===== src/inc/interlock_defs.svh =====
// constants for the refueling interlock logic
// Function
// - channel all-rods-in only when every rod fully-inserted switch is closed.
// - two all-rods-in channels; combined all-rods-in needs both.
// - in refuel, refuse selecting a rod while another rod is out.
// - refuse a request that selects two or more rods at once.
// - in refuel, stop loaded platform over core while any rod withdrawn.
// - rod block when platform near core and hoist fuel-loaded together.
// - while rod block is active, refuse every withdrawal command.
// - equipment interlock acts by dropping the equipment power relay drive.
// - either platform position switch open means platform near the core.
// - hoist load switch open means fuel loaded on the hoist.
// - two trip channels from one sensor; channel power loss counts tripped.
// - withdrawal allowed only when A and B halves agree.
// - loss of shared logic supply stops all rod motion.
// - block held when either channel lacks permissive; channels independent.
`ifndef INTERLOCK_DEFS_SVH
`define INTERLOCK_DEFS_SVH

`define ROD_COUNT 8
`define ROD_IDX_W 3
`define WARMUP_CYCLES 3'h3
`define WARMUP_W 3

`define ADDR_STATUS 8'h00
`define ADDR_IRQ_STAT 8'h04
`define ADDR_IRQ_MASK 8'h08
`define ADDR_CONTROL 8'h0C
`define ADDR_REFUSE 8'h10

`define EV_W 4
`define EV_ROD_BLOCK 0
`define EV_EQUIP_TRIP 1
`define EV_CMD_REFUSED 2
`define EV_MISMATCH 3

`define CTRL_RESET 1'h0

`endif


===== src/inc/interlock_pkg.sv =====
// types for the refueling interlock logic
package interlock_pkg;
    typedef enum logic [1:0] {
        WARMUP,
        RUN
    } phase_t;

    typedef struct packed {
        logic [7:0] adr;
        logic [31:0] dat;
        logic [3:0] sel;
        logic we;
        logic cyc;
        logic stb;
    } wb_req_t;

    typedef struct packed {
        logic [7:0] rod_in_a;      // fully-inserted switches, channel a
        logic [7:0] rod_in_b;      // fully-inserted switches, channel b
        logic [1:0] plat_sw;       // platform switches, closed = clear
        logic hoist_trip_a;        // trip unit a closed = unloaded
        logic hoist_trip_b;
        logic pwr_ok_a;            // trip unit power good
        logic pwr_ok_b;
        logic logic_pwr_ok;        // shared logic supply good
        logic refuel_mode;
    } sense_t;

    typedef struct packed {
        phase_t phase;
        logic [2:0] warm_cnt;
        sense_t s;
        logic rod_block;
        logic equip_pwr;
        logic wd_grant;
        logic [7:0] wd_sel;
        logic [7:0] refuse_cnt;
        logic [3:0] irq_stat;
        logic [3:0] irq_mask;
        logic force_block;
        logic ack;
        logic [31:0] rdat;
    } state_t;
endpackage : interlock_pkg


===== src/core/refuel_interlock_logic.sv =====
// refueling interlock: rod block and platform power relay, wishbone regs
`timescale 1ns/1ps
`include "interlock_defs.svh"

module refuel_interlock_logic (
    input wire logic clk_i,                              // 10 MHz clock
    input wire logic rst_i,                              // sync reset, high
    input wire interlock_pkg::sense_t sense_i,           // field contacts
    input wire logic [7:0] wd_sel_i,                     // withdraw select
    input wire logic wd_req_i,                           // withdraw request
    input wire logic [7:0] half_b_sel_i,                 // half b selection
    input wire interlock_pkg::wb_req_t wb_i,             // wishbone request
    output logic [31:0] wb_dat_o,                        // read data
    output logic wb_ack_o,                               // acknowledge
    output logic rod_block_o,                            // rod block, high
    output logic equip_pwr_o,                            // relay drive
    output logic wd_grant_o,                             // withdraw issued
    output logic [7:0] wd_rod_o,                         // rod given move
    output logic irq_o                                   // interrupt
);
    // ****************************************
    // input synchronisers
    // ****************************************
    interlock_pkg::sense_t sync1_reg;
    interlock_pkg::sense_t sync2_reg;
    logic [7:0] sel1_reg;
    logic [7:0] sel2_reg;
    logic req1_reg;
    logic req2_reg;
    logic [7:0] hb1_reg;
    logic [7:0] hb2_reg;
    // third stage keeps select in step with the sensed-state stage
    logic [7:0] sel3_reg;
    logic req3_reg;
    logic [7:0] hb3_reg;

    always_ff @(posedge clk_i) begin
        sync1_reg <= sense_i;
        sync2_reg <= sync1_reg;
        sel1_reg <= wd_sel_i;
        sel2_reg <= sel1_reg;
        req1_reg <= wd_req_i;
        req2_reg <= req1_reg;
        hb1_reg <= half_b_sel_i;
        hb2_reg <= hb1_reg;
        sel3_reg <= sel2_reg;
        req3_reg <= req2_reg;
        hb3_reg <= hb2_reg;
    end

    function automatic logic one_hot(input logic [7:0] v);
        return (v != 8'h00) && ((v & (v - 8'h01)) == 8'h00);
    endfunction : one_hot

    // ****************************************
    // state
    // ****************************************
    interlock_pkg::state_t st_reg;
    interlock_pkg::state_t st_next;

    logic all_in_a;
    logic all_in_b;
    logic all_in;
    logic near_core;
    logic load_a;
    logic load_b;
    logic block_a;
    logic block_b;
    logic blk;
    logic eq_ok;
    logic sel_ok;
    logic agree;
    logic refuse;
    logic [3:0] ev;
    logic wr;
    logic rd;

    always_comb begin
        st_next = st_reg;
        all_in_a = &st_reg.s.rod_in_a;
        all_in_b = &st_reg.s.rod_in_b;
        all_in = all_in_a && all_in_b;
        near_core = ~&st_reg.s.plat_sw;
        // unpowered trip unit reads as loaded
        load_a = !st_reg.s.hoist_trip_a || !st_reg.s.pwr_ok_a;
        load_b = !st_reg.s.hoist_trip_b || !st_reg.s.pwr_ok_b;
        block_a = near_core && load_a;
        block_b = near_core && load_b;
        // either channel alone can block
        blk = block_a || block_b || st_reg.force_block
            || !st_reg.s.logic_pwr_ok
            || st_reg.phase != interlock_pkg::RUN;
        eq_ok = !(st_reg.s.refuel_mode && !all_in
                  && (load_a || load_b))
                && st_reg.s.logic_pwr_ok
                && st_reg.phase == interlock_pkg::RUN;
        sel_ok = one_hot(sel3_reg);
        // in refuel a new rod is refused unless all rods are home
        if (st_reg.s.refuel_mode && !all_in)
            sel_ok = 1'b0;
        agree = (sel3_reg == hb3_reg);
        refuse = req3_reg && (blk || !sel_ok || !agree);

        st_next.rod_block = blk;
        st_next.equip_pwr = eq_ok;
        st_next.wd_grant = req3_reg && !refuse;
        st_next.wd_sel = (req3_reg && !refuse) ? sel3_reg : 8'h00;
        if (refuse)
            st_next.refuse_cnt = st_reg.refuse_cnt + 8'h01;

        st_next.s = sync2_reg;
        case (st_reg.phase)
            interlock_pkg::WARMUP: begin
                if (st_reg.warm_cnt == `WARMUP_CYCLES)
                    st_next.phase = interlock_pkg::RUN;
                else
                    st_next.warm_cnt = st_reg.warm_cnt + 3'h1;
            end
            interlock_pkg::RUN: begin
            end
            default: st_next.phase = interlock_pkg::WARMUP;
        endcase

        // ****************************************
        // wishbone slave, registered ack, one wait state
        // ****************************************
        // write lands at the edge where the master sees ack
        wr = wb_i.cyc && wb_i.stb && wb_i.we && st_reg.ack;
        rd = wb_i.cyc && wb_i.stb && !wb_i.we && !st_reg.ack;
        st_next.ack = wb_i.cyc && wb_i.stb && !st_reg.ack;
        st_next.rdat = 32'h0000_0000;
        if (rd) begin
            case (wb_i.adr)
                `ADDR_STATUS: st_next.rdat = {24'h000000, all_in_a,
                    all_in_b, near_core, load_a, load_b,
                    st_reg.rod_block, st_reg.equip_pwr,
                    st_reg.phase == interlock_pkg::RUN};
                `ADDR_IRQ_STAT: st_next.rdat = {28'h0000000, st_reg.irq_stat};
                `ADDR_IRQ_MASK: st_next.rdat = {28'h0000000, st_reg.irq_mask};
                `ADDR_CONTROL: st_next.rdat = {31'h00000000,
                                               st_reg.force_block};
                `ADDR_REFUSE: st_next.rdat = {24'h000000, st_reg.refuse_cnt};
                default: st_next.rdat = 32'h0000_0000;
            endcase
        end

        ev = 4'h0;
        ev[`EV_ROD_BLOCK] = blk && !st_reg.rod_block;
        ev[`EV_EQUIP_TRIP] = !eq_ok && st_reg.equip_pwr;
        ev[`EV_CMD_REFUSED] = refuse;
        ev[`EV_MISMATCH] = req3_reg && !agree;
        // a new event wins over a write-one clear
        if (wr && wb_i.sel[0]) begin
            case (wb_i.adr)
                `ADDR_IRQ_STAT: st_next.irq_stat =
                    st_reg.irq_stat & ~wb_i.dat[3:0];
                `ADDR_IRQ_MASK: st_next.irq_mask = wb_i.dat[3:0];
                `ADDR_CONTROL: st_next.force_block = wb_i.dat[0];
                default: ;
            endcase
        end
        st_next.irq_stat = st_next.irq_stat | ev;
    end

    always_ff @(posedge clk_i) begin
        if (rst_i) begin
            st_reg <= '0;
            st_reg.phase <= interlock_pkg::WARMUP;
            st_reg.rod_block <= 1'b1;
            st_reg.equip_pwr <= 1'b0;
            st_reg.force_block <= `CTRL_RESET;
        end else begin
            st_reg <= st_next;
        end
    end

    assign wb_dat_o = st_reg.rdat;
    assign wb_ack_o = st_reg.ack;
    assign rod_block_o = st_reg.rod_block;
    assign equip_pwr_o = st_reg.equip_pwr;
    assign wd_grant_o = st_reg.wd_grant;
    assign wd_rod_o = st_reg.wd_sel;
    assign irq_o = |(st_reg.irq_stat & st_reg.irq_mask);
endmodule : refuel_interlock_logic


===== config.mk =====
export PLATFORM = sky130hd
export DESIGN_NAME = refuel_interlock_logic
export DESIGN_NICKNAME = d
export VERILOG_FILES = /design/src/inc/interlock_pkg.sv /design/src/core/refuel_interlock_logic.sv
export VERILOG_INCLUDE_DIRS = /design/src /design/src/inc
export SDC_FILE = /design/constraint.sdc
export NUM_CORES = 1
export LEC_CHECK = 0
export BUFFER_PORTS_ARGS = -buffer_cell sky130_fd_sc_hd__buf_2
export CAP_MARGIN = 30
export CORE_ASPECT_RATIO = 0.8
export CORE_UTILIZATION = 50
export CTS_CLUSTER_DIAMETER = 60
export DETAILED_ROUTE_END_ITERATION = 8
export PLACE_DENSITY = 0.87
export SYNTH_ARGS = -nofsm -noshare
export SYNTH_HDL_FRONTEND = slang
export SYNTH_SLANG_ARGS = --single-unit

===== constraint.sdc =====
create_clock -name clk_i -period 5.92 [get_ports clk_i]
set_clock_uncertainty 0.15 [all_clocks]
set_input_delay 0.296 -clock clk_i [delete_from_list [all_inputs] [get_ports clk_i]]
set_output_delay 0.296 -clock clk_i [all_outputs]
set_load 0.01 [all_outputs]

Yosys cells after proc, flatten, opt, wreduce, memory -nomap -nowiden
Cells that the tools add are included.
{ "totals": {"reg_bits": 189, "in_bits": 90, "out_inout_bits": 45, "word_cells": 135} }
{ "op_classes": {"n_addsub": 3, "n_eq_ne": 9, "muxes": 8, "n_bitwise": 9, "reduce_logical": 58} }
{ "op_table": {"columns": ["op", "count"], "rows": [
  ["one-hot mux 8 bit (5 select lines)", 1],
  ["logical AND 1 bit", 20],
  ["== test 8 x 4 -> 1 bit (second input constant)", 2],
  ["logical NOT 8 bit", 2],
  ["AND reduction 8 bit", 2],
  ["logical NOT 1 bit", 15],
  ["AND reduction 2 bit", 5],
  ["logical OR 1 bit", 9],
  ["2-to-1 mux 9 bit", 1],
  ["adder 8 x 1 -> 8 bit (second input constant)", 1],
  ["bitwise AND 4 bit", 2],
  ["bitwise AND 8 bit", 1],
  ["== test 8 x 3 -> 1 bit (second input constant)", 1],
  ["== test 8 x 5 -> 1 bit (second input constant)", 1],
  ["== test 8 bit", 1],
  ["2-to-1 mux 4 bit", 2],
  ["nonzero test 8 bit", 1],
  ["subtractor 8 x 1 -> 8 bit (second input constant)", 1],
  ["inverter 1 bit", 4],
  ["inverter 4 bit", 1],
  ["bitwise OR 4 bit", 1],
  ["one-hot mux 2 bit (2 select lines)", 1],
  ["OR reduction 2 bit", 2],
  ["OR reduction 4 bit", 1],
  ["8 further kinds", 9]
]} }

Depth between registers and ports, before layout
Gate-level depths: netlist (run 1).
{ "logic_depth": {"ltp_word": 14, "mapped_depth": 6, "ltp_nobuf": 6} }

Worst setup path before layout (run 1)
Ideal clock, no wire load.
{ "synth_path": {"kind": "reg2reg", "start": "reg sel3_reg[2]", "end": "reg st_reg[47] in the netlist's numbering", "setup_ns": 0.070, "arrival_ns": 2.121, "required_time_ns": 5.700, "path_slack_ns": 3.579, "path_stages_with_launch": 7, "n_path_buf": 0, "period_less_slack_ns": 2.341, "cell_sequence": "dfxtp_1 or4_4 o31a_1 o2111ai_4 nor3_4 or4_1 a21oi_1"} }
{ "synth_via": {"elab_chain_len": 9, "elab_cells_between_ends": 12, "cone_classes": "add/sub (1); eq/ne (1); mux (1); bitwise (1); reduce/logical (8)"} }
{ "synth_lines": {"columns": ["element", "line_no", "source"], "rows": [
  ["start: declaration", "refuel_interlock_logic.sv:33", "logic [7:0] sel3_reg;"],
  ["start signal: assignment", "refuel_interlock_logic.sv:46", "sel3_reg <= sel2_reg;"],
  ["subtractor 8 x 1 -> 8 bit", "refuel_interlock_logic.sv:52", "return (v != 8'h00) && ((v & (v - 8'h01)) == 8'h00);"],
  ["bitwise AND 8 bit", "refuel_interlock_logic.sv:52", null],
  ["logical NOT 8 bit", "refuel_interlock_logic.sv:52", null],
  ["logical AND 1 bit", "refuel_interlock_logic.sv:52", null],
  ["2-to-1 mux 1 bit", "refuel_interlock_logic.sv:99", "if (st_reg.s.refuel_mode && !all_in)"],
  ["logical NOT 1 bit", "refuel_interlock_logic.sv:102", "refuse = req3_reg && (blk || !sel_ok || !agree);"],
  ["logical OR 1 bit", "refuel_interlock_logic.sv:102", null],
  ["logical OR 1 bit (*)", "refuel_interlock_logic.sv:102", null],
  ["logical AND 1 bit (*)", "refuel_interlock_logic.sv:102", null],
  ["end signal: assignment", "refuel_interlock_logic.sv:173", "st_reg <= st_next;"],
  ["end: declaration", "refuel_interlock_logic.sv:58", "interlock_pkg::state_t st_reg;"]
]} }
Every way passes the cells marked *; elsewhere a longest branch is shown, timed or not.
A chain may end at the register's enable or synchronous reset.

Final worst setup path (run 1)
{ "layout_path": {"start": "reg sel3_reg[2]", "end": "reg st_reg[43] in the netlist's numbering"} }
Same word-level chain as after synthesis.

==> impl_metrics.env, run 1 <==
export IMPL_antenna_cells=0
export IMPL_fill_cells=635
export IMPL_root_buffer="clkbuf_16"
export IMPL_htreeDepth=4
export IMPL_hpwl_um=5270
export IMPL_critPathArrivalTime_ns=2.71
export IMPL_worstPathRequired_ns=6.04
export IMPL_path_clk_slew_ns=0.07
export IMPL_fp_dieW_um=112
export IMPL_synth_distinct_cells=41
export IMPL_maxCapViolCount=0
export IMPL_synth_top_area_cell="dfxtp_1"
export IMPL_io_pins=135
export IMPL_final_net_count=608
export IMPL_crit_buf_inv=0
export IMPL_ir_worst_vdd_v=0.000276
export IMPL_ys_top_cells_by_area="dfxtp_1, buf_4, nor2b_1"
export IMPL_crit_path_top_delay_cell="or4_4"
export IMPL_synth_top_area_frac=0.680
export IMPL_drive_gt1_frac=0.235
export IMPL_coreArea_um2=9230
export IMPL_die_y_um=89.9
export IMPL_rsz0062_at_grt="no"
export IMPL_ys_warn_count=0
export IMPL_tritoncts="built"
export IMPL_reg2reg_slack_ns=3.33
export IMPL_vias=3068
export IMPL_p_leak_nw=2.62
export IMPL_ant_nets=0
export IMPL_fin_cells=643
export IMPL_grt_overflow=0
export IMPL_setup_violations=0
export IMPL_period_minus_slack_ns=2.59
export IMPL_hold_viol=0
export IMPL_io_buffers=79
export IMPL_crit_fanout=9
export IMPL_grt_pass1_vias=3013
export IMPL_start_util=0.523
export IMPL_rr_endpoint="st_reg[43]"
export IMPL_reg2reg_depth=6
export IMPL_wl_per_cell_um=13.3
export IMPL_path_class="flip-flop to flip-flop"
export IMPL_first_pass_iters=9
export IMPL_status="complete, but fails checks"
export IMPL_path_depth=6
export IMPL_antenna_found_initial=0
export IMPL_first_iter_violations=190
export IMPL_syn_area_um2=4830
export IMPL_path_delay_family="simple AND/OR/NAND/NOR gates"
export IMPL_cts_max_path_buffers=2
export IMPL_drc=9
export IMPL_syn_avg_cell_area_um2=12.2
export IMPL_clock_fmax_mhz=386
export IMPL_grt_pass1_wl_um=14000
export IMPL_powerDensity_nw_per_um2=389
export IMPL_wl_um=8570
export IMPL_reg2reg_from="sel3_reg[2]"
export IMPL_critPathLaunchType="flip-flop"
export IMPL_startpoint="sel3_reg[2]"
export IMPL_largest_reg_flops=45
export IMPL_failed_checks="design-rule violations"
export IMPL_path_cells="or4_4 > nor4_2 > o2111ai_4 > o31ai_4 > mux2i_1 > nor2_1"
export IMPL_die_area_um2=10100
export IMPL_worst_pin_slew_ns=0.882
export IMPL_place_gp_congestion=0.827
export IMPL_endpoint_kind="flip-flop"
export IMPL_finalCritPeriodShare=0.437
export IMPL_dpl_cell_count=567
export IMPL_slew_viol_final=0
export IMPL_grtUsageTotal=0.183
export IMPL_cts_setup_buffers=0
export IMPL_fp_row_count=31
export IMPL_crit_path_max_incr_delay_ns=0.57
export IMPL_cp_endpoint="st_reg[43]"
export IMPL_clkSinkCount=164
export IMPL_drt_vias_per_instance=4.77
export IMPL_relSlewSlack=0.412
export IMPL_syn_instance_count=395
export IMPL_ys_seq_elements=164
export IMPL_fin_tns_setup_ns=0
export IMPL_yosysSeqAreaShare=0.680
export IMPL_insertion_delay_ns=0.42
export IMPL_grt_max_degree=50
export IMPL_area_growth_synth_to_final_pct=28.9
export IMPL_hold_class="input pin to flip-flop"
export IMPL_numCtsBuffers=17
per-layer routing:
| metal | GRT usage | wire (um) | vias to the layer above |
|---|---|---|---|
| met1 | 0.206 | 3600 | 1407 |
| met2 | 0.323 | 4330 | 134 |
| li1 | - | - | 1514 |
| met3 | 0.0553 | 500 | 13 |
| met5 | 0 | 0 | - |
| met4 | 0.0721 | 136 | 0 |
area by class of cell:
type	instances	area (um^2)	area share
clock buffers	17	425	0.0683
clock inverters	15	221	0.0356
inverters	3	11.3	0.00181
multi-input cells	205	1300	0.209
flip-flops and latches	164	3280	0.527
well taps	115	144	0.0231
repair buffers	124	841	0.135
worst min-delay path by stage:
stage	start	to	slack, ns	depth (start not counted)
CTS	wb_i[7]	st_reg[34]	0.009	3
global route	wb_i[7]	st_reg[34]	0.03	3
floorplan	hb1_reg[0]	hb2_reg[0]	0.16	0
detailed placement	sync1_reg[12]	st_next[73]	0.16	0
finish	wb_i[7]	st_reg[34]	0.02	3
global placement	sel1_reg[1]	sel2_reg[1]	0.16	0
Yosys cell counts:
library cell,count
and2_0,1
buf_4,40
or4_1,4
nor4b_4,1
nand4_1,8
nand2b_1,3
xor2_1,9
nand3_1,4
a22oi_1,8
nor3_2,1
o21ai_0,5
or4_4,1
nor4_2,3
nor2_1,28
o21ai_1,1
nor4_1,3
conb_1,1
or3_1,4
o31ai_4,1
o2111ai_4,1
a21oi_1,13
xnor2_1,2
mux2i_1,6
nand2_1,20
o31ai_1,3
a22o_1,1
ha_1,3
a211oi_1,2
nor3_1,2
nor2b_1,24
mux2_2,1
o41ai_2,1
clkbuf_1,6
maj3_1,1
nor3_4,1
o31a_1,1
and2_1,9
a21oi_4,1
inv_1,3
a222oi_1,4
dfxtp_1,164
cell families after synthesis:
| logic type | Yosys count | synth area share |
|---|---|---|
| other | 1 | 0.000776 |
| XOR/XNOR | 11 | 0.0199 |
| AO/OA/AOI/OAI | 42 | 0.0684 |
| adder cells (fa/ha/maj) | 4 | 0.00984 |
| multiplexers | 7 | 0.0148 |
| AND/OR/NAND/NOR | 117 | 0.138 |
| buffers and inverters | 49 | 0.0692 |
| flip-flops | 164 | 0.680 |
worst register-to-register path, cell delays in order, from the launching register on:
cell	delay, ns
dfxtp_1	0.36
or4_4	0.57
nor4_2	0.36
o2111ai_4	0.23
o31ai_4	0.45
mux2i_1	0.26
nor2_1	0.05
power breakdown:
part / total, mW / internal, mW / switching [mW]
registers: 1.19 / 1.16 / 0.0289
logic: 0.113 / 0.0602 / 0.0526
clock network: 1.12 / 0.591 / 0.529
total: 2.42 / 1.81 / 0.610
cells in the final DEF, fill, tap and decap left out, types with 4 or more instances in the layout:
cell type,count
or4_1,4
xor2_1,9
conb_1,24
dfxtp_1,164
clkinv_8,8
inv_12,4
a222oi_1,4
buf_2,80
o21ai_0,5
nor2b_1,24
clkbuf_16,17
nor2_1,28
nand4_1,8
dlygate4sd3_1,44
a21oi_1,13
nand3_1,4
nand2_1,20
and2_1,9
a22oi_1,8
or3_1,4
mux2i_1,6
stage by stage:
stage	setup slack, ns	instance area (um^2)	hold slack, ns	utilization	power, mW
6_report	3.33	6230	0.0208	0.674	2.42
5_1_grt	3.18	6230	0.0334	0.674	2.52
4_1_cts	3.35	6230	0.00874	0.674	2.44
3_3_place_gp	3.10	5130	0.161	0.556	1.29
3_5_place_dp	3.37	5140	0.162	0.557	1.30
2_1_floorplan	3.58	4920	0.160	-	1.27
repair_timing:
item,in CTS,in global routing
hold endpoints to repair,44,0
hold buffers,44,0
gates resized for setup,0,0
Power figures use the tool's default switching activity.
==> run 2: changes to the inputs <==
--- a/config.mk
+++ b/config.mk
@@ -6,13 +6,14 @@
 export SDC_FILE = /design/constraint.sdc
 export NUM_CORES = 1
 export LEC_CHECK = 0
+export ABC_AREA = 1
 export BUFFER_PORTS_ARGS = -buffer_cell sky130_fd_sc_hd__buf_2
 export CAP_MARGIN = 30
 export CORE_ASPECT_RATIO = 0.8
 export CORE_UTILIZATION = 50
 export CTS_CLUSTER_DIAMETER = 60
 export DETAILED_ROUTE_END_ITERATION = 8
-export PLACE_DENSITY = 0.87
+export PLACE_DENSITY = 0.86
 export SYNTH_ARGS = -nofsm -noshare
 export SYNTH_HDL_FRONTEND = slang
 export SYNTH_SLANG_ARGS = --single-unit
==> constraint.sdc (replaced) <==
create_clock -name clk_i -period 2.55 [get_ports clk_i]
set_clock_uncertainty 0.15 [all_clocks]
set_input_delay 0.1275 -clock clk_i [delete_from_list [all_inputs] [get_ports clk_i]]
set_output_delay 0.1275 -clock clk_i [all_outputs]
set_load 0.01 [all_outputs]
==> run 2 against run 1 <==
  * The flow now finishes without violations
  * Synthesized cell count up 31%
  * Maximum frequency up 40%
  * First-iteration DRC count down 52%
  * Clock power up 120%
  * Critical path depth up 3
  * Die area up 5.4%
  * Design area up 4.8%
  * Cell count up 23%
  * Sequential share of layout area down 2.4 points
  * Highest routed layer unchanged
==> impl_metrics.env, run 2 <==
export IMPL_cts_max_path_buffers=2
export IMPL_antenna_found_initial=0
export IMPL_synthTopCellsByCount="dfxtp_1, inv_1, nor2_1"
export IMPL_p_sw_frac=0.247
export IMPL_clkSinkCount=164
export IMPL_power_share_sequential=0.497
export IMPL_worstPathRequired_ns=2.74
export IMPL_crit_fanout=9
export IMPL_root_buffer="clkbuf_16"
export IMPL_syn_instance_count=516
export IMPL_maxCapViolCount=0
export IMPL_fin_tns_setup_ns=0
export IMPL_rsz0062_at_grt="no"
export IMPL_synth_distinct_cells=35
export IMPL_critPathLaunchType="flip-flop"
export IMPL_antenna_cells=0
export IMPL_p_clk_frac=0.451
export IMPL_first_iter_violations=92
export IMPL_critPathMostFrequentCell="nand2_1"
export IMPL_first_pass_iters=4
export IMPL_ir_worst_vdd_v=0.000567
export IMPL_fp_row_count=32
export IMPL_io_pins=135
export IMPL_largest_reg_flops=45
export IMPL_crit_path_max_incr_delay_ns=0.46
export IMPL_start_util=0.522
export IMPL_fill_cells=731
export IMPL_grt_pass1_wl_um=14800
export IMPL_grt_max_degree=28
export IMPL_grtUsageTotal=0.188
export IMPL_path_clk_slew_ns=0.07
export IMPL_final_common_cell="dfxtp_1"
export IMPL_wl_um=9110
export IMPL_yosysSeqAreaShare=0.644
export IMPL_dominantRegCellSynth="dfxtp_1"
export IMPL_path_class="flip-flop to flip-flop"
export IMPL_setup_violations=0
export IMPL_tritoncts="built"
export IMPL_synth_top_area_cell="dfxtp_1"
export IMPL_layout_common_cells="dfxtp_1, buf_2, inv_1, nor2_1, nand2_1"
export IMPL_grt_overflow=0
export IMPL_p_switching_mw=1.36
export IMPL_period_minus_slack_ns=1.85
export IMPL_hold_viol=0
export IMPL_yosysMostFrequentCell="dfxtp_1"
export IMPL_grt_pass1_vias=3404
export IMPL_htreeDepth=4
export IMPL_syn_avg_cell_area_um2=9.88
export IMPL_final_net_count=734
export IMPL_status="complete, no violations"
export IMPL_path_cells="xnor2_1 > nand2_1 > nor2_1 > nand2_1 > nor2_2 > nand3_4 > nand2_4 > nand2_1 > a21oi_1"
export IMPL_powerDensity_nw_per_um2=849
export IMPL_hold_class="input pin to flip-flop"
export IMPL_wl_per_cell_um=11.5
export IMPL_insertion_delay_ns=0.42
export IMPL_numCtsBuffers=17
export IMPL_fin_cells=790
export IMPL_synth_top_area_frac=0.644
export IMPL_drc=0
export IMPL_hpwl_um=5730
export IMPL_coreArea_um2=9770
export IMPL_syn_area_um2=5100
export IMPL_ant_nets=0
export IMPL_ys_top_cells_by_area="dfxtp_1, buf_4, inv_1"
export IMPL_dpl_cell_count=709
export IMPL_drt_vias_per_instance=4.33
export IMPL_postSynth_asyncResetShare=0
export IMPL_area_growth_synth_to_final_pct=28.0
export IMPL_ys_warn_count=0
export IMPL_crit_path_top_delay_cell="dfxtp_1"
export IMPL_synth_edff_count=0
export IMPL_p_int_mw=4.17
export IMPL_p_leak_nw=2.97
export IMPL_slew_viol_final=0
export IMPL_fp_dieW_um=115
export IMPL_drive_gt1_frac=0.203
export IMPL_place_gp_congestion=0.871
export IMPL_dpl_worst_slack_ns=0.784
export IMPL_io_buffers=79
export IMPL_vias=3423
export IMPL_die_area_um2=10600
export IMPL_ys_seq_elements=164
export IMPL_cts_setup_buffers=0
export IMPL_critPathArrivalTime_ns=2.04
export IMPL_fin_ws_ns=0.701
export IMPL_clock_fmax_mhz=541
export IMPL_power_frac_comb=0.052
export IMPL_finalCritPeriodShare=0.725
export IMPL_endpoint_kind="flip-flop"
export IMPL_die_y_um=92.3
-- run 2: cell count changes in the layout (fill, tap and decap cells not counted), sizes merged, moves of 5 or more --
cell | before | now
inv | 10 | 84
nor2 | 28 | 82
mux2i | 6 | 0
nor2b | 24 | 0
nand3 | 4 | 17
and2 | 10 | 0
nor4 | 6 | 0
o22ai | 0 | 9
dlygate4sd3 | 44 | 49
or4 | 5 | 0
nand2 | 20 | 58
a22oi | 8 | 0
-- run 2: cell type report --
type                    instances  area [um^2]  share of cell area
clock buffers                  17          425              0.0652
repair buffers                129          893               0.137
inverters                      76          285              0.0437
well taps                     136          170              0.0261
flip-flops and latches        164         3280               0.503
clock inverters                15          183              0.0280
multi-input cells             253         1280               0.197
-- run 2: power groups by stage --
stage / logic, mW / registers (mW) / clock network [mW]
final: 0.286 / 2.75 / 2.50
after global routing: 0.325 / 2.76 / 2.69
after CTS: 0.282 / 2.75 / 2.55
after detailed placement: 0.222 / 2.81 / 0
after global placement: 0.206 / 2.80 / 0
after floorplan: 0.178 / 2.79 / 0
-- run 2: final timing paths --
check                                 start           to  slack [ns]  depth (start not counted)
worst max-delay path            sel3_reg[2]   st_reg[45]        0.70                          9
worst min-delay path               wb_i[39]   st_reg[33]        0.03                          6
worst max register to register  sel3_reg[2]   st_reg[45]        0.70                          9
worst min register to register  sel1_reg[5]  sel2_reg[5]        0.17                          0
-- run 2: timing repair --
action,in CTS,in global routing
hold buffers,49,0
hold endpoints to repair,68,0
gates resized for setup,0,0
-- run 2: cell families (layout without fill, tap and decap cells) --
| logic type | count (synthesis) | after routing | share of synthesized area |
|---|---|---|---|
| compound gates | 47 | 47 | 0.0555 |
| xor+xnor | 11 | 11 | 0.0189 |
| fa+ha+maj | 3 | 3 | 0.00736 |
| buf+inv | 122 | 237 | 0.121 |
| flops | 164 | 164 | 0.644 |
| other cells | 1 | 24 | 0.000736 |
| simple gates | 168 | 168 | 0.152 |
-- run 2: per-layer routing --
| layer | wire [um] | up-vias | track usage |
|---|---|---|---|
| li1 | - | 1786 | - |
| met1 | 3850 | 1508 | 0.202 |
| met2 | 4620 | 115 | 0.338 |
| met3 | 488 | 14 | 0.0641 |
| met4 | 155 | 0 | 0.0747 |
| met5 | 0 | - | 0 |
-- run 2: worst max-delay path, delay by kind of cell, from the launching register on --
| family | cells | cell delay, ns |
|---|---|---|
| AO/OA/AOI/OAI | 1 | 0.13 |
| XOR/XNOR | 1 | 0.16 |
| flip-flops | 1 | 0.46 |
| AND/OR/NAND/NOR | 7 | 0.89 |
-- run 2: metrics by stage --
step	instance area [um^2]	hold slack, ns	power, mW	util
finish	6520	0.0261	5.53	0.668
global route	6520	0.0238	5.78	0.668
CTS	6520	0.00545	5.58	0.668
global placement	5420	0.0795	3.01	0.555
floorplan	5180	0.00522	2.97	-
detailed placement	5420	0.0811	3.03	0.555
